`src/rtl/uart_pins_pkg.sv`:
```
package uart_pins_pkg;

   // register bus geometry
   localparam int ADDR_W = 4;
   localparam int DATA_W = 8;

   // register offsets
   localparam logic [3:0] OFS_IRQ_EN    = 4'h1;
   localparam logic [3:0] OFS_FIFO_CTRL = 4'h2;
   localparam logic [3:0] OFS_MODEM_CTL = 4'h4;
   localparam logic [3:0] OFS_MODEM_STS = 4'h6;
   localparam logic [3:0] OFS_EVT_STS   = 4'h8;
   localparam logic [3:0] OFS_EVT_EN    = 4'h9;
   localparam logic [3:0] OFS_EVT_CLR   = 4'ha;

   // modem status register fields
   localparam int MSR_RING_RISE = 2;
   localparam int MSR_RING_LVL  = 6;

   // modem control register fields
   localparam int MCR_RTS      = 1;
   localparam int MCR_LOOPBACK = 4;

   // fifo control register fields
   localparam int FCR_FIFO_EN  = 0;
   localparam int FCR_DMA_MODE = 3;

   // interrupt enable register fields
   localparam int IER_MODEM_STS = 3;

   // event status bits (status, enable and clear share the layout)
   localparam int EVT_RING_RISE = 0;
   localparam int EVT_DMA_REQ   = 1;
   localparam int EVT_W         = 2;

   // reset values
   localparam logic [7:0] RST_REG   = 8'h00;
   localparam logic       RST_HIGH  = 1'b1;
   localparam logic       RST_LOW   = 1'b0;

   // register bus request carried as one bundle
   typedef struct packed {
      logic [ADDR_W-1:0] addr;
      logic [DATA_W-1:0] wdata;
      logic              wr;
      logic              rd;
   } reg_req_t;

   // receive path state coming from the fifo logic
   typedef struct packed {
      logic data_avail;
      logic trigger_hit;
      logic timeout_hit;
   } rx_state_t;

   // receive dma mode 1 request tracker
   typedef enum logic [0:0] {
      DMA_IDLE   = 1'b0,
      DMA_ACTIVE = 1'b1
   } dma_state_t;

endpackage

```
`src/rtl/pin_sync3.sv`:
```
`timescale 1ns/1ps

// three stage synchroniser with agreement filter
module pin_sync3
   import uart_pins_pkg::*;
(
   input  wire logic clk_sys,
   input  wire logic reset,
   input  wire logic pin_in,
   output logic      level_r
);

   logic ff1_r;   // metastable stage, read only by ff2
   logic ff2_r;   // first settled stage
   logic ff3_r;   // second settled stage

   // shift chain; the first stage feeds nothing but ff2
   // stages start at the pin's pulled-up idle level, so no false edge follows reset
   always_ff @(posedge clk_sys) begin
      if (reset) begin
         ff1_r <= RST_HIGH;
         ff2_r <= RST_HIGH;
         ff3_r <= RST_HIGH;
      end else begin
         ff1_r <= pin_in;
         ff2_r <= ff1_r;
         ff3_r <= ff2_r;
      end
   end

   // a new level counts only once two settled stages agree
   always_ff @(posedge clk_sys) begin
      if (reset) begin
         level_r <= RST_HIGH;
      end else if (ff2_r == ff3_r) begin
         level_r <= ff3_r;
      end
   end

endmodule

```
`src/rtl/uart_modem_rx_dma_pins.sv`:
```
// Added by the designer: strobed register access and the register offsets.
`timescale 1ns/1ps

// Behaviour
// - ring level readable in status bit 6
// - ring rise sets status bit 2
// - enabled ring rise raises interrupt
// - rts bit set drives rts active
// - rts inactive at reset, loopback, clear
// - rts never affects transmit or receive
// - fcr bit 3 picks dma mode while fcr bit 0 enables the fifo
// - mode 0 request while data present
// - mode 1 request on trigger, until empty
// - serial output marking high at reset
// - interrupt high while pending, reset clears
module uart_modem_rx_dma_pins
   import uart_pins_pkg::*;
(
   input  wire logic              clk_sys,
   input  wire logic              reset,
   input  wire reg_req_t          reg_req,
   output logic [DATA_W-1:0]      reg_rdata,
   input  wire rx_state_t         rx_state,
   input  wire logic              tx_serial_bit,
   input  wire logic              ring_in_n,
   output logic                   rts_n,
   output logic                   rx_dma_request_n,
   output logic                   tx_out,
   output logic                   irq,
   output logic                   loopback
);

   // software visible registers
   logic [DATA_W-1:0] modem_control_reg;   // rts and loopback control
   logic [DATA_W-1:0] fifo_control_reg;    // fifo enable and dma mode
   logic [DATA_W-1:0] irq_enable_r;        // modem status interrupt enable
   logic [EVT_W-1:0]  evt_status_r;        // sticky event bits
   logic [EVT_W-1:0]  evt_enable_r;        // event interrupt mask

   // ring indicator path
   logic              ring_sync_n;         // filtered pin level, low active
   logic              ring_level;          // ring asserted, high active
   logic              ring_prev_r;         // previous filtered level
   logic              ring_rise;           // one cycle low to high pulse
   logic              ring_rise_flag;      // change flag since last read

   // bus decode
   logic              msr_read;            // modem status read strobe
   logic [DATA_W-1:0] msr_value;           // assembled modem status
   logic [DATA_W-1:0] rdata_nxt;           // read data for next cycle

   // receive dma path
   logic              dma_mode1;           // multi transfer mode chosen
   dma_state_t        dma_state_r;         // mode 1 request tracker
   dma_state_t        dma_state_nxt;       // next tracker state
   logic              dma_req_nxt;         // request asserted next cycle
   logic              dma_req_prev_r;      // previous request level
   logic              dma_req_start;       // request just went active

   // interrupt path
   logic              modem_irq;           // classic modem status source
   logic              evt_irq;             // masked sticky events
   logic [EVT_W-1:0]  evt_set;             // events this cycle
   logic [EVT_W-1:0]  evt_clear;           // software clear mask

   // ------------------------------------------------------------
   // ring indicator input
   // ------------------------------------------------------------

   // the pin is asynchronous; a raw sample could glitch the flag
   pin_sync3 ring_sync (
      .clk_sys (clk_sys),
      .reset   (reset),
      .pin_in  (ring_in_n),
      .level_r (ring_sync_n)
   );

   // pin is active low, status reports the asserted sense
   assign ring_level = ~ring_sync_n;

   // remember the last filtered level for edge detection
   always_ff @(posedge clk_sys) begin
      if (reset) begin
         ring_prev_r <= RST_LOW;
      end else begin
         ring_prev_r <= ring_level;
      end
   end

   // only the low to high transition counts, falls are ignored
   assign ring_rise = ring_level & ~ring_prev_r;

   // ------------------------------------------------------------
   // register decode
   // ------------------------------------------------------------

   // a status read is also the clear event for the change flag
   assign msr_read = reg_req.rd && (reg_req.addr == OFS_MODEM_STS);

   // change flag: set wins over the read that would clear it
   always_ff @(posedge clk_sys) begin
      if (reset) begin
         ring_rise_flag <= RST_LOW;
      end else if (ring_rise) begin
         ring_rise_flag <= RST_HIGH;
      end else if (msr_read) begin
         ring_rise_flag <= RST_LOW;
      end
   end

   // modem status layout; other modem lines live elsewhere
   always_comb begin
      msr_value = RST_REG;
      msr_value[MSR_RING_LVL]  = ring_level;
      msr_value[MSR_RING_RISE] = ring_rise_flag;
   end

   // modem control register write
   always_ff @(posedge clk_sys) begin
      if (reset) begin
         modem_control_reg <= RST_REG;
      end else if (reg_req.wr && reg_req.addr == OFS_MODEM_CTL) begin
         modem_control_reg <= reg_req.wdata;
      end
   end

   // fifo control register write
   always_ff @(posedge clk_sys) begin
      if (reset) begin
         fifo_control_reg <= RST_REG;
      end else if (reg_req.wr && reg_req.addr == OFS_FIFO_CTRL) begin
         fifo_control_reg <= reg_req.wdata;
      end
   end

   // interrupt enable register write
   always_ff @(posedge clk_sys) begin
      if (reset) begin
         irq_enable_r <= RST_REG;
      end else if (reg_req.wr && reg_req.addr == OFS_IRQ_EN) begin
         irq_enable_r <= reg_req.wdata;
      end
   end

   // event mask register write
   always_ff @(posedge clk_sys) begin
      if (reset) begin
         evt_enable_r <= '0;
      end else if (reg_req.wr && reg_req.addr == OFS_EVT_EN) begin
         evt_enable_r <= reg_req.wdata[EVT_W-1:0];
      end
   end

   // read mux; unmapped and write only offsets read as zero
   always_comb begin
      rdata_nxt = RST_REG;
      if (reg_req.rd) begin
         case (reg_req.addr)
            OFS_IRQ_EN: begin
               rdata_nxt = irq_enable_r;
            end
            OFS_FIFO_CTRL: begin
               rdata_nxt = fifo_control_reg;
            end
            OFS_MODEM_CTL: begin
               rdata_nxt = modem_control_reg;
            end
            OFS_MODEM_STS: begin
               rdata_nxt = msr_value;
            end
            OFS_EVT_STS: begin
               rdata_nxt[EVT_W-1:0] = evt_status_r;
            end
            OFS_EVT_EN: begin
               rdata_nxt[EVT_W-1:0] = evt_enable_r;
            end
            default: begin
               rdata_nxt = RST_REG;
            end
         endcase
      end
   end

   // read data stands for exactly the cycle after the strobe
   always_ff @(posedge clk_sys) begin
      if (reset) begin
         reg_rdata <= RST_REG;
      end else begin
         reg_rdata <= rdata_nxt;
      end
   end

   // ------------------------------------------------------------
   // request to send and loopback
   // ------------------------------------------------------------

   // loopback flag is shared with the serial engines
   assign loopback = modem_control_reg[MCR_LOOPBACK];

   // rts only leaves the chip; nothing here feeds it back inward
   always_ff @(posedge clk_sys) begin
      if (reset) begin
         rts_n <= RST_HIGH;
      end else if (loopback || !modem_control_reg[MCR_RTS]) begin
         rts_n <= RST_HIGH;
      end else begin
         rts_n <= RST_LOW;
      end
   end

   // ------------------------------------------------------------
   // serial transmit output
   // ------------------------------------------------------------

   // idle line must read marking from reset on
   always_ff @(posedge clk_sys) begin
      if (reset) begin
         tx_out <= RST_HIGH;
      end else begin
         tx_out <= tx_serial_bit;
      end
   end

   // ------------------------------------------------------------
   // receive dma request
   // ------------------------------------------------------------

   // mode 1 only exists with the fifo on; otherwise mode 0
   assign dma_mode1 = fifo_control_reg[FCR_FIFO_EN] &
                      fifo_control_reg[FCR_DMA_MODE];

   // mode 1 tracker: arm on trigger or timeout, drop when empty
   always_comb begin
      dma_state_nxt = dma_state_r;
      case (dma_state_r)
         DMA_IDLE: begin
            if (rx_state.trigger_hit || rx_state.timeout_hit) begin
               dma_state_nxt = DMA_ACTIVE;
            end
         end
         DMA_ACTIVE: begin
            if (!rx_state.data_avail) begin
               dma_state_nxt = DMA_IDLE;
            end
         end
         default: begin
            dma_state_nxt = DMA_IDLE;
         end
      endcase
   end

   // tracker runs in both modes so a mode switch starts clean
   always_ff @(posedge clk_sys) begin
      if (reset) begin
         dma_state_r <= DMA_IDLE;
      end else begin
         dma_state_r <= dma_state_nxt;
      end
   end

   // mode 0 follows occupancy; mode 1 follows the tracker
   always_comb begin
      if (dma_mode1) begin
         dma_req_nxt = (dma_state_nxt == DMA_ACTIVE);
      end else begin
         dma_req_nxt = rx_state.data_avail;
      end
   end

   // pin is active low; a registered drive avoids decode glitches
   always_ff @(posedge clk_sys) begin
      if (reset) begin
         rx_dma_request_n <= RST_HIGH;
      end else begin
         rx_dma_request_n <= ~dma_req_nxt;
      end
   end

   // the controller paces itself; we only hold the level
   // steady so single or burst transfers both see it cleanly
   always_ff @(posedge clk_sys) begin
      if (reset) begin
         dma_req_prev_r <= RST_LOW;
      end else begin
         dma_req_prev_r <= ~rx_dma_request_n;
      end
   end

   // start of a request is reported as an event
   assign dma_req_start = ~rx_dma_request_n & ~dma_req_prev_r;

   // ------------------------------------------------------------
   // interrupts
   // ------------------------------------------------------------

   // events seen in this cycle
   always_comb begin
      evt_set = '0;
      evt_set[EVT_RING_RISE] = ring_rise;
      evt_set[EVT_DMA_REQ]   = dma_req_start;
   end

   // write only clear register, one bit per event
   always_comb begin
      evt_clear = '0;
      if (reg_req.wr && reg_req.addr == OFS_EVT_CLR) begin
         evt_clear = reg_req.wdata[EVT_W-1:0];
      end
   end

   // sticky bits; a new event beats a clear in the same cycle
   always_ff @(posedge clk_sys) begin
      if (reset) begin
         evt_status_r <= '0;
      end else begin
         evt_status_r <= (evt_status_r & ~evt_clear) | evt_set;
      end
   end

   // classic source: pending until the status read services it
   assign modem_irq = irq_enable_r[IER_MODEM_STS] & ring_rise_flag;

   // masked sticky events
   assign evt_irq = |(evt_status_r & evt_enable_r);

   // level output; drops when serviced, low through reset
   always_ff @(posedge clk_sys) begin
      if (reset) begin
         irq <= RST_LOW;
      end else begin
         irq <= modem_irq | evt_irq;
      end
   end

endmodule

```
`config.mk`:
```
export PLATFORM = sky130hd
export DESIGN_NAME = uart_modem_rx_dma_pins
export DESIGN_NICKNAME = d
export VERILOG_FILES = /design/src/rtl/uart_pins_pkg.sv /design/src/rtl/pin_sync3.sv /design/src/rtl/uart_modem_rx_dma_pins.sv
export SDC_FILE = /design/constraint.sdc
export NUM_CORES = 1
export LEC_CHECK = 0
export BUFFER_PORTS_ARGS = -buffer_cell sky130_fd_sc_hd__buf_2
export CAP_MARGIN = 25
export CELL_PAD_IN_SITES_DETAIL_PLACEMENT = 1
export CELL_PAD_IN_SITES_GLOBAL_PLACEMENT = 1
export CORE_ASPECT_RATIO = 0.6
export CORE_MARGIN = 2
export CORE_UTILIZATION = 30
export CTS_CLUSTER_DIAMETER = 50
export DETAILED_ROUTE_END_ITERATION = 10
export PLACE_DENSITY = 0.65
export SLEW_MARGIN = 20
export SYNTH_ARGS = -nofsm -noshare
export SYNTH_HDL_FRONTEND = slang
export SYNTH_SLANG_ARGS = --single-unit
```
`constraint.sdc`:
```
create_clock -name clk_sys -period 1.7 [get_ports clk_sys]
set_input_delay 0.085 -clock clk_sys [delete_from_list [all_inputs] [get_ports clk_sys]]
set_output_delay 0.085 -clock clk_sys [all_outputs]
set_load 0.02 [all_outputs]
```
# Word-level counts from Yosys, hierarchy flattened

Cells that the tools add are included.

Eq/ne operators: 8
Muxes and demuxes: 10
Bitwise operators: 16
Reduce and logical (&&, ||, !) cells: 12

Operator list:

| operator                                      | number |
|---|---|
| one-hot mux 6 bit (4 select lines)            | 1 |
| == test 4 bit, second input constant          | 3 |
| one-hot mux 2 bit (5 select lines)            | 1 |
| == test 4 x 3 -> 1 bit, second input constant | 2 |
| inverter 1 bit                                | 7 |
| logical AND 1 bit                             | 6 |
| 2-to-1 mux 1 bit                              | 6 |
| bitwise AND 1 bit                             | 4 |
| bitwise AND 2 bit                             | 2 |
| == test 4 x 1 -> 1 bit, second input constant | 1 |
| == test 4 x 2 -> 1 bit, second input constant | 1 |
| OR reduction 2 bit                            | 2 |
| logical OR 1 bit                              | 2 |
| 2-to-1 mux 2 bit                              | 1 |
| inverter 2 bit                                | 1 |
| bitwise OR 2 bit                              | 1 |
| one-hot mux 1 bit (2 select lines)            | 1 |
| nonzero test 2 bit                            | 1 |
| == test 1 bit                                 | 1 |
| logical NOT 1 bit                             | 1 |
| bitwise OR 1 bit                              | 1 |

Register bits after elaboration: 48
Input port bits: 21
Output and inout port bits: 13
Word-level logic and storage cells: 64

# Logic depth before layout (Yosys ltp)

Gate-level depths: netlist (run 1).

Depth after elaboration: 6
Depth in mapped cells: 5
Gate-level depth less buffers: 4

# Hierarchy

Synthesis (run 1) repeated with hierarchy kept, for this count alone.

Cells, all modules: 249
Area total of the unflattened synthesis: 2138.3 um^2

By module, submodules not included:

| module                 | instances | cells each | area an instance (um^2) | sequential area each (um^2) |
|---|---|---|---|---|
| uart_modem_rx_dma_pins | 1         | 239        | 2023.2                  | 880.8 |
| pin_sync3              | 1         | 10         | 115.1                   | 80.1 |

# Worst setup path after synthesis (run 1)

No wires, ideal clock.

Path type: reg-to-reg
Start point: reg evt_enable_r[0]
End point: reg reg_rdata[0]
Setup time: 0.122 ns
Arrival: 0.921 ns
Required time: 1.578 ns
Slack: 0.657 ns
Stages on the path, launching flop included: 5
Path buffers: 0
Clock period less this slack: 1.043 ns
Cells stage by stage: dfxtp_1 mux2_2 a32oi_1 a2bb2oi_1 nor2_1

Cells in the longest elaborated chain, start to end: 1

Ends and longest elaborated chain:

| element                            | line                          | source |
|---|---|---|
| start: declaration                 | uart_modem_rx_dma_pins.sv:38  | `logic [EVT_W-1:0] evt_enable_r;` |
| start signal: assignment           | uart_modem_rx_dma_pins.sv:150 | `evt_enable_r <= reg_req.wdata[EVT_W-1:0];` |
| one-hot mux 2 bit (5 select lines) | uart_modem_rx_dma_pins.sv:158 | `case (reg_req.addr)` |
| end signal: assignment             | uart_modem_rx_dma_pins.sv:189 | `reg_rdata <= rdata_nxt;` |
| end: declaration                   | uart_modem_rx_dma_pins.sv:22  | `output logic [DATA_W-1:0] reg_rdata,` |

No other way between the ends.
A chain may end at the register's enable or synchronous reset.

# Worst setup path in the final report (run 1)

Same ends and word-level chain as after synthesis.

==> out/summary.md, run 1 <==
Cells and area
* **Final #Nets** 263
* **final non-filler cell total** 327
* **Synth-to-Final Area Change** 17.3%
* **share of final-layout standard cells stronger than drive strength 1** 23.0%
* **Antenna Diode Count** 0

Critical path
* **Worst EP arrival** 1.36 ns
* **Crit Path Max Fanout** 3
* **worst setup path category** flip-flop to flip-flop
* **type of element launching the critical path** flip-flop
* **Req. time, crit path** 1.89 ns
* **Worst setup EP type** flip-flop

Clock network
* **Sink Count** 48
* **TritonCTS clock tree** built
* **count of cells resized by post-cts repair** 0
* **cell at the root of the clock tree** clkbuf_8
* **CTS buffer count** 5
* **maximum level of the CTS H-tree** 2
* **clk_lat worst skew** 0.30 ns
* **clock-pin slew reported for the worst setup and hold paths after clock tree synthesis** 0.08 ns
* **number of buffers on the longest clock path** 2

Timing
* **RSZ-0062 raised after global routing** no
* **fraction of the cycle the final worst path needs** 68.8%
* **Tightest Pin Transition** 0.398 ns
* **slack of the critical path** 0.531 ns
* **max-slew violations** 0
* **min cycle time layout** 1.17 ns
* **total setup violations reported at the end of the flow** 0
* **summed negative setup slack over all endpoints** 0 ns
* **Slew Limit Headroom** 73.4%
* **final hold violation count** 0
* **Final Skew** 0.00431 ns
* **timing-limited maximum frequency** 0.855 GHz

Placement
* **total instance count after detailed placement** 317
* **global placer's final weighted congestion** 0.821
* **post-placement worst setup slack** 0.308 ns
* **Port Buffer Count** 33
* **Detail Placement HPWL** 3880 um

GRT
* **global route overflow** 0
* **global-route wire length before repair** 8310 um
* **number of antenna violations at the first check in global routing** 0
* **GRT Util Overall** 15.5%
* **pin count of the biggest net entering global routing** 39
* **vias in the first global route** 1582

Logic synthesis
* **synth unique cells** 39
* **syn nets** 229
* **number of enable flip-flop cells after synthesis** 0
* **top cells by area, synth** dfxtp_1 49%, mux2i_1 9.7%, nor2_1 8.0%
* **fraction of post-synthesis cell area in the top cell type by area** 49.0%
* **total number of yosys warnings** 0
* **Async S/R FF share, synth** 0%
* **proportion of synthesized chip area in sequential cells** 49.0%
* **primary flip-flop cell chosen by synthesis mapping** dfxtp_1
* **number of storage elements in the synthesis netlist** 48
* **average footprint of a synthesized cell** 9.43 um2
* **netlist area before placement** 1960 um2
* **gate count after technology mapping** 208
* **cell type with the highest aggregate area in the netlist** dfxtp_1

Floorplan
* **full die area** 7220 um2
* **Core Rows** 22
* **height of the die** 66.6 um
* **Core Footprint** 6220 um2
* **width of the chip** 108 um
* **I/O pin count** 34
* **effective utilization at floorplan** 31.5%

Detailed routing
* **first-pass detailed-route iteration total** 4
* **antenna violation net count after detailed routing** 0
* **number of remaining DRC errors** 0
* **vias per cell** 4.90
* **total vias in the final route** 1602
* **Iter 0 DRT Violations** 57
* **routed wire length** 5170 um
* **Wirelength per Cell** 15.8 um

Flow run
* **max_cap viols** 0

Pwr
* **areal power density over the cells** 925 nW/um2
* **part of the total power dissipated in combinational logic** 7.9%
* **proportion of power drawn by the clock network** 37.9%
* **largest voltage drop on the vdd net** 354 uV
* **switching power summed over all nets** 0.486 mW
* **fraction of power consumed by sequential logic** 54.2%
* **switching part of the total** 22.8%
* **Static Leakage** 0.988 nW
* **internal portion of total power** 1.64 mW

Hold path
* **Hold Crit Class** primary input to flip-flop

Outcome
* **outcome** finished clean

-- path summary, 6_finish.rpt --
path	from	endpoint	slack [ns]	cells after the start
hold / removal	rx_state[2]	rx_dma_request_n	0.01	2
setup reg to reg	evt_enable_r[0]	reg_rdata[0]	0.53	4
setup / recovery	evt_enable_r[0]	reg_rdata[0]	0.53	4
hold reg to reg	ring_sync.ff1_r	ring_sync.ff2_r	0.41	1
-- final cells by class --
| class | instances | area (um2) |
|---|---|---|
| timing repair buffer | 39 | 215 |
| clock buffer | 6 | 72.6 |
| fill | 764 | 3920 |
| clock inverter | 2 | 35.0 |
| sequential | 48 | 961 |
| tap | 84 | 105 |
| multi-input combinational | 146 | 905 |
| inverter | 2 | 7.51 |
-- kinds of logic (layout without fill, tap and decap cells) --
family / after synthesis / in the layout / synth area share, %
muxes: 20 / 20 / 10.3
xor gates and xnor gates: 2 / 2 / 0.893
DFF: 48 / 48 / 49.0
AOI/OAI and AO/OA: 36 / 36 / 12.6
buffers and inverters: 14 / 49 / 4.91
and+or+nand+nor: 88 / 88 / 22.3
-- power by group through the flow --
| stage | sequential (mW) | combinational (mW) | clock, mW |
|---|---|---|---|
| 2_1_floorplan | 1.18 | 0.105 | 0 |
| 3_3_place_gp | 1.18 | 0.162 | 0 |
| 3_5_place_dp | 1.18 | 0.164 | 0 |
| 4_1_cts | 1.15 | 0.170 | 0.831 |
| 5_1_grt | 1.16 | 0.186 | 0.888 |
| 6_report | 1.15 | 0.168 | 0.806 |
-- cells in the final DEF, fill, tap and decap left out, types with 2 or more instances in the layout --
master	count
nand2_1	15
dfxtp_1	48
mux2i_1	19
nand4_1	2
nand3_1	11
xnor2_1	2
nand3_2	2
nor2_1	42
a21oi_1	14
dlygate4sd3_1	2
and2b_1	2
or2_2	4
inv_1	2
buf_4	4
a32oi_1	2
a22o_1	6
clkbuf_8	5
buf_2	33
a22oi_1	5
-- cell usage after synthesis (2+ instances only) --
library cell and n:
dfxtp_1 48, nor2_1 42, mux2i_1 19, nand2_1 15, a21oi_1 14, nand3_1 11, a22o_1 6, a22oi_1 5
buf_6 5, clkbuf_1 4, or2_2 4, a32oi_1 2, and2b_1 2, buf_2 2, inv_1 2, nand3_2 2
nand4_1 2, xnor2_1 2
-- stage by stage --
| step | utilization, % | hold WS (ns) | total power [mW] | area, um2 |
|---|---|---|---|---|
| after floorplan | - | 0.189 | 1.29 | 1960 |
| after global placement | 34.9 | 0.267 | 1.34 | 2170 |
| after detailed placement | 34.9 | 0.273 | 1.34 | 2170 |
| after CTS | 37.0 | 0.00671 | 2.15 | 2300 |
| after global routing | 37.0 | 0.0171 | 2.23 | 2300 |
| final | 37.0 | 0.0148 | 2.13 | 2300 |
-- critical path, stage by stage (launching register included) --
cell and delay, ns:
dfxtp_1 0.33, mux2_2 0.28, a32oi_1 0.20, a2bb2oi_1 0.19, nor2_1 0.05
-- what timing repair did --
item / in CTS / in global routing
setup buffers: 0 / 0
endpoints found under the hold margin: 2 / 0
hold buffers: 2 / 0
-- layer usage --
layer / GRT usage [%] / wire length [um]
met1: 24.0 / 2890
met2: 20.9 / 1960
met3: 4.01 / 271
met4: 3.85 / 44
met5: 0 / 0
Note: power is estimated with default switching activity, not from simulation.
==> run 2: changes to the inputs <==
==> constraint.sdc (replaced) <==
create_clock -name clk_sys -period 1.2 [get_ports clk_sys]
set_input_delay 0.06 -clock clk_sys [delete_from_list [all_inputs] [get_ports clk_sys]]
set_output_delay 0.06 -clock clk_sys [all_outputs]
set_load 0.02 [all_outputs]
==> run 2 against run 1 <==
  * Fmax rose by 4.3%
  * Critical path depth unchanged
  * Total power is 50% higher
  * Clock power grew 59%
  * First-iteration DRC count increased by 11%
  * Register-to-register slack lost 0.45 ns
  * Hold slack worse by 0.0017 ns
  * Largest cell class unchanged
==> out/summary.md, run 2 (same netlist as run 1, synthesis figures left out) <==
Critical path
* **family with the most delay on the worst path** flip-flops, was compound AO/OA/AOI/OAI gates
* **Crit Path Max Fanout** 3, unchanged
* **Worst R2R Path Depth** 4, unchanged
* **Worst EP arrival** 1.31 ns, was 1.36 ns
* **critical-path cell with the highest stage delay** dfxtp_2, was dfxtp_1
* **worst flop-to-flop path endpoint** reg_rdata[0], unchanged
* **Req. time, crit path** 1.39 ns, was 1.89 ns
* **largest incremental delay on the critical path** 0.34 ns, was 0.33 ns
* **RR Startpoint** evt_enable_r[0], unchanged
* **worst reg2reg setup slack** 0.08 ns, was 0.53 ns
* **Buffers & Inverters on Critical Path** 0, unchanged
* **Worst setup EP type** flip-flop, unchanged
* **worst setup path category** flip-flop to flip-flop, unchanged
* **type of element launching the critical path** flip-flop, unchanged
* **ordered cell list for the critical path** mux2_2, a32oi_2, a2bb2oi_2, nor2_1, was mux2_2, a32oi_1, a2bb2oi_1, nor2_1
* **worst setup path startpoint** evt_enable_r[0], unchanged

Clock network
* **TritonCTS clock tree** built, unchanged
* **clock-pin slew reported for the worst setup and hold paths after clock tree synthesis** 0.09 ns, was 0.08 ns
* **maximum level of the CTS H-tree** 2, unchanged
* **cell at the root of the clock tree** clkbuf_8, unchanged
* **number of buffers on the longest clock path** 2, unchanged
* **CTS buffer count** 5, unchanged
* **clk_lat worst skew** 0.31 ns, was 0.30 ns
* **Sink Count** 48, unchanged
* **post-CTS repair timing setup buffer count** 0, unchanged

Cells and area
* **most frequent standard cell in the layout excluding fill and tap cells** dfxtp_1, unchanged
* **fillers** 758, was 764
* **Synth-to-Final Area Change** 26.8%, was 17.3%
* **total area of multi-input combinational cells** 918 um2, was 905 um2
* **sequential standard cell area** 962 um2, was 961 um2
* **Antenna Diode Count** 0, unchanged
* **post-route design area** 2490 um2, was 2300 um2
* **Final #Nets** 283, was 263
* **highest-count cells in the layout ignoring fill and taps** 47 x dfxtp_1, 42 x nor2_1, 33 x buf_2, was 48 x dfxtp_1, 42 x nor2_1, 33 x buf_2
* **share of final-layout standard cells stronger than drive strength 1** 30.0%, was 23.0%

Detailed routing
* **Iter 0 DRT Violations** 63, was 57
* **antenna violation net count after detailed routing** 0, unchanged
* **number of remaining DRC errors** 0, unchanged
* **total vias in the final route** 1672, was 1602
* **vias per cell** 4.82, was 4.90
* **first-pass detailed-route iteration total** 4, unchanged
* **Wirelength per Cell** 15.1 um, was 15.8 um
* **routed wire length** 5250 um, was 5170 um

Hold path
* **Hold Crit Class** primary input to flip-flop, unchanged
* **endpoint of the worst hold-timing path** irq_enable_r[4], was rx_dma_request_n
* **Cells on Worst Hold Path** 3, was 2
* **Hold Path Origin** reg_req[6], was rx_state[2]

Pwr
* **switching power summed over all nets** 0.719 mW, was 0.486 mW
* **part of the total power dissipated in combinational logic** 8.9%, was 7.9%
* **proportion of power drawn by the clock network** 40.0%, was 37.9%
* **areal power density over the cells** 1280 nW/um2, was 925 nW/um2
* **total power** 3.20 mW, was 2.13 mW
* **Static Leakage** 1.10 nW, was 0.988 nW
* **largest voltage drop on the vdd net** 490 uV, was 354 uV
* **fraction of power consumed by sequential logic** 51.1%, was 54.2%
* **switching part of the total** 22.5%, was 22.8%
* **internal portion of total power** 2.48 mW, was 1.64 mW

Timing
* **total setup violations reported at the end of the flow** 0, unchanged
* **max-slew violations** 0, unchanged
* **min cycle time layout** 1.12 ns, was 1.17 ns
* **Slew Limit Headroom** 76.6%, was 73.4%
* **timing-limited maximum frequency** 0.892 GHz, was 0.855 GHz
* **slack of the critical path** 0.0788 ns, was 0.531 ns
* **fraction of the cycle the final worst path needs** 93.4%, was 68.8%
* **Final Skew** 0.00952 ns, was 0.00431 ns
* **Worst Hold Slack** 0.0131 ns, was 0.0148 ns
* **Tightest Pin Transition** 0.350 ns, was 0.398 ns
* **final hold violation count** 0, unchanged
* **RSZ-0062 raised after global routing** no, unchanged

GRT
* **GRT Util Overall** 15.7%, was 15.5%
* **pin count of the biggest net entering global routing** 20, was 39
* **number of antenna violations at the first check in global routing** 0, unchanged
* **global route overflow** 0, unchanged
* **global-route wire length before repair** 8420 um, was 8310 um
* **vias in the first global route** 1618, was 1582

Placement
* **placement-stage cell area** 2320 um2, was 2170 um2
* **Detail Placement HPWL** 4020 um, was 3880 um
* **post-placement worst setup slack** -0.0312 ns, was 0.308 ns
* **Port Buffer Count** 33, unchanged
* **global placer's final weighted congestion** 0.807, was 0.821

Outcome
* **outcome** finished clean, unchanged

Floorplan
* **height of the die** 66.6 um, unchanged
* **width of the chip** 108 um, unchanged
* **Core Rows** 22, unchanged
* **Core Footprint** 6220 um2, unchanged
* **I/O pin count** 34, unchanged
* **effective utilization at floorplan** 31.5%, unchanged
* **full die area** 7220 um2, unchanged

Flow run
* **max_cap viols** 0, unchanged

run 2: worst max path at each step:
| stage | to | slack [ns] | cells after the start |
|---|---|---|---|
| final | reg_rdata[0] | 0.08 | 4 |
| after global routing | reg_rdata[0] | 0.03 | 4 |
| after CTS | reg_rdata[0] | 0.02 | 4 |
| after detailed placement | reg_rdata[0] | -0.03 | 5 |
| after global placement | reg_rdata[0] | -0.03 | 5 |
| after floorplan | reg_rdata[0] | 0.16 | 4 |
run 2: final cells by class:
| type | instances | share of cell area [%] |
|---|---|---|
| multi-input combinational | 146 | 36.9 |
| sequential | 48 | 38.7 |
| clock buffer | 7 | 3.87 |
| inverter | 2 | 0.302 |
| clock inverter | 1 | 1.21 |
| timing repair buffer | 59 | 14.8 |
| tap | 84 | 4.23 |
run 2: metal layers:
| metal | share of wire, % | vias to the layer above | track usage, % |
|---|---|---|---|
| met4 | 1.4 | 0 | 6.25 |
| met5 | 0 | - | 0 |
| met3 | 6.3 | 7 | 3.52 |
| met1 | 54 | 788 | 23.7 |
| met2 | 38 | 44 | 20.9 |
| li1 | - | 833 | - |
run 2: what timing repair did:
item	4_1_cts	5_1_grt
hold buffers	3	0
endpoints found under the setup margin	0	1
hold endpoints to repair	4	0
resized for setup	0	3
run 2: tightest hold or removal path, stage by stage:
cell and delay, ns:
buf_2 0.10, mux2i_1 0.06, nor2_1 0.07
run 2: per-stage QoR:
stage	util, %	TNS, ns	std cells
2_1_floorplan	-	0	208
3_3_place_gp	37.2	-0.0323	336
3_5_place_dp	37.2	-0.0707	336
4_1_cts	39.7	0	347
5_1_grt	40.0	0	347
6_report	40.0	0	347
run 2: power by group through the flow:
stage	clock network [mW]	logic, mW	registers, mW
2_1_floorplan	0	0.149	1.67
4_1_cts	1.32	0.284	1.63
3_3_place_gp	0	0.270	1.67
5_1_grt	1.37	0.310	1.64
3_5_place_dp	0	0.274	1.67
6_report	1.28	0.285	1.63
==> run 3: changes to the inputs <==
--- a/config.mk
+++ b/config.mk
@@ -14,7 +14,8 @@
 export CORE_UTILIZATION = 30
 export CTS_CLUSTER_DIAMETER = 50
 export DETAILED_ROUTE_END_ITERATION = 10
-export PLACE_DENSITY = 0.65
+export GPL_TIMING_DRIVEN = 0
+export PLACE_DENSITY = 0.68
 export SLEW_MARGIN = 20
 export SYNTH_ARGS = -nofsm -noshare
 export SYNTH_HDL_FRONTEND = slang
==> run 3 against run 2 <==
  * Clock skew down 0.0037 ns
  * Hold slack better by 0.010 ns
  * Total power is 8.3% lower
  * Sequential share of layout area is 2.1 points higher
  * Largest power group unchanged
==> out/summary.md, run 3 (same netlist as run 1, synthesis figures left out) <==
Clock network
* **cell at the root of the clock tree** clkbuf_8, unchanged
* **number of buffers on the longest clock path** 2, unchanged
* **clk_lat worst skew** 0.30 ns, was 0.31 ns
* **CTS buffer count** 5, unchanged
* **maximum level of the CTS H-tree** 2, unchanged
* **post-CTS repair timing setup buffer count** 0, unchanged
* **clock-pin slew reported for the worst setup and hold paths after clock tree synthesis** 0.09 ns, about the same
* **TritonCTS clock tree** built, unchanged
* **Sink Count** 48, unchanged

Floorplan
* **width of the chip** 108 um, unchanged
* **I/O pin count** 34, unchanged
* **full die area** 7220 um2, unchanged
* **effective utilization at floorplan** 31.5%, unchanged
* **height of the die** 66.6 um, unchanged
* **Core Footprint** 6220 um2, unchanged
* **Core Rows** 22, unchanged

Outcome
* **outcome** finished clean, unchanged

Pwr
* **largest voltage drop on the vdd net** 503 uV, was 490 uV
* **total power** 2.93 mW, was 3.20 mW
* **Static Leakage** 1.01 nW, was 1.10 nW
* **areal power density over the cells** 1240 nW/um2, was 1280 nW/um2

Critical path
* **RR Startpoint** evt_enable_r[0], unchanged
* **Worst setup EP type** flip-flop, unchanged
* **Worst R2R Path Depth** 4, unchanged
* **destination of the critical timing path** reg_rdata[0], unchanged
* **worst setup path category** flip-flop to flip-flop, unchanged
* **Crit Path Max Fanout** 3, unchanged
* **worst reg2reg setup slack** 0.05 ns, was 0.08 ns
* **critical-path cell with the highest stage delay** dfxtp_1, was dfxtp_2
* **Req. time, crit path** 1.39 ns, about the same
* **largest incremental delay on the critical path** 0.34 ns, about the same
* **Worst EP arrival** 1.34 ns, was 1.31 ns
* **worst setup path startpoint** evt_enable_r[0], unchanged
* **ordered cell list for the critical path** mux2_2, a32oi_1, a2bb2oi_2, nor2_1, was mux2_2, a32oi_2, a2bb2oi_2, nor2_1
* **type of element launching the critical path** flip-flop, unchanged
* **worst flop-to-flop path endpoint** reg_rdata[0], unchanged

Cells and area
* **Final #Nets** 270, was 283
* **share of final-layout standard cells stronger than drive strength 1** 24.1%, was 30.0%
* **final non-filler cell total** 333, was 347
* **highest-count cells in the layout ignoring fill and taps** 48 x dfxtp_1, 42 x nor2_1, 33 x buf_2, was 47 x dfxtp_1, 42 x nor2_1, 33 x buf_2
* **most frequent standard cell in the layout excluding fill and tap cells** dfxtp_1, unchanged
* **Layout Utilization** 37.9%, was 40.0%
* **Synth-to-Final Area Change** 20.2%, was 26.8%
* **Antenna Diode Count** 0, unchanged

GRT
* **global route overflow** 0, unchanged
* **GRT Util Overall** 16.2%, was 15.7%
* **number of antenna violations at the first check in global routing** 0, unchanged
* **pin count of the biggest net entering global routing** 14, was 20
* **global-route wire length before repair** 8600 um, was 8420 um
* **vias in the first global route** 1642, was 1618

Detailed routing
* **met2 WL post-DR** 2120 um, was 2000 um
* **Wirelength per Cell** 16.0 um, was 15.1 um
* **uppermost layer routed** met4, unchanged
* **vias per cell** 4.95, was 4.82
* **first-pass detailed-route iteration total** 4, unchanged
* **Met3 Wirelength** 400 um, was 332 um
* **Iter 0 DRT Violations** 49, was 63
* **routed wire length** 5330 um, was 5250 um
* **routed length on met1** 2760 um, was 2850 um
* **number of remaining DRC errors** 0, unchanged
* **antenna violation net count after detailed routing** 0, unchanged
* **total vias in the final route** 1649, was 1672

Timing
* **total setup violations reported at the end of the flow** 0, unchanged
* **max-slew violations** 0, unchanged
* **Final Skew** 0.00582 ns, was 0.00952 ns
* **RSZ-0062 raised after global routing** no, unchanged
* **Slew Limit Headroom** 61.5%, was 76.6%
* **Worst Hold Slack** 0.0232 ns, was 0.0131 ns
* **min cycle time layout** 1.15 ns, was 1.12 ns
* **Tightest Pin Transition** 0.578 ns, was 0.350 ns
* **slack of the critical path** 0.0491 ns, was 0.0788 ns
* **timing-limited maximum frequency** 0.869 GHz, was 0.892 GHz
* **fraction of the cycle the final worst path needs** 95.9%, was 93.4%
* **final hold violation count** 0, unchanged

Hold path
* **Hold Crit Class** primary input to flip-flop, unchanged

Placement
* **Port Buffer Count** 31, was 33
* **total instance count after detailed placement** 323, was 336
* **Detail Placement HPWL** 4000 um, was 4020 um
* **global placer's final weighted congestion** 0.793, was 0.807
* **post-placement worst setup slack** -0.216 ns, was -0.0312 ns

Flow run
* **max_cap viols** 0, unchanged

==> run 3: final cells by class <==
| type | instances | area [um2] |
|---|---|---|
| plain buffers | 12 | 88.8 |
| clock buffers | 7 | 96.3 |
| fillers | 764 | 3860 |
| inverters | 2 | 7.51 |
| multi-input cells | 146 | 913 |
| flip-flops and latches | 48 | 961 |
| well taps | 84 | 105 |
| repair buffers | 34 | 185 |
==> run 3: critical path: cells and delay by family (launching register included) <==
family	cells	cell delay, ns
flip-flops	1	0.34
multiplexers	1	0.28
AND/OR/NAND/NOR	1	0.04
AO/OA/AOI/OAI	2	0.39
==> run 3: metal layers <==
metal,vias to the layer above,global-route usage [%]
li1,800,-
met4,0,5.45
met1,797,23.1
met2,47,22.8
met3,5,4.89
met5,-,0
==> run 3: what timing repair did <==
item	in CTS	in global routing
endpoints found under the hold margin	3	0
gates resized for setup	0	2
setup endpoints to repair	0	5
hold buffers	3	0
==> run 3: report_power, final <==
group / internal, mW / switching, mW
sequential: 1.62 / 0.0164
clock: 0.514 / 0.521
combinational: 0.105 / 0.158
total: 2.24 / 0.695
==> run 3: through the flow <==
step,TNS (ns),instance area [um2]
after floorplan,0,1960
after global placement,-3.20,2220
after detailed placement,-3.91,2220
after CTS,0,2350
after global routing,0,2360
final,0,2360
==> run 3: how the worst min path moves through the flow <==
stage	start	slack (ns)	depth (start not counted)	endpoint
2_1_floorplan	ring_in_n	0.16	1	ring_sync.ff1_r
3_3_place_gp	tx_serial_bit	0.24	2	tx_out
3_5_place_dp	ring_in_n	0.25	2	ring_sync.ff1_r
4_1_cts	reg_req[6]	0.02	3	fifo_control_reg[4]
5_1_grt	reg_req[6]	0.03	3	fifo_control_reg[4]
6_report	reg_req[7]	0.02	3	irq_enable_r[5]
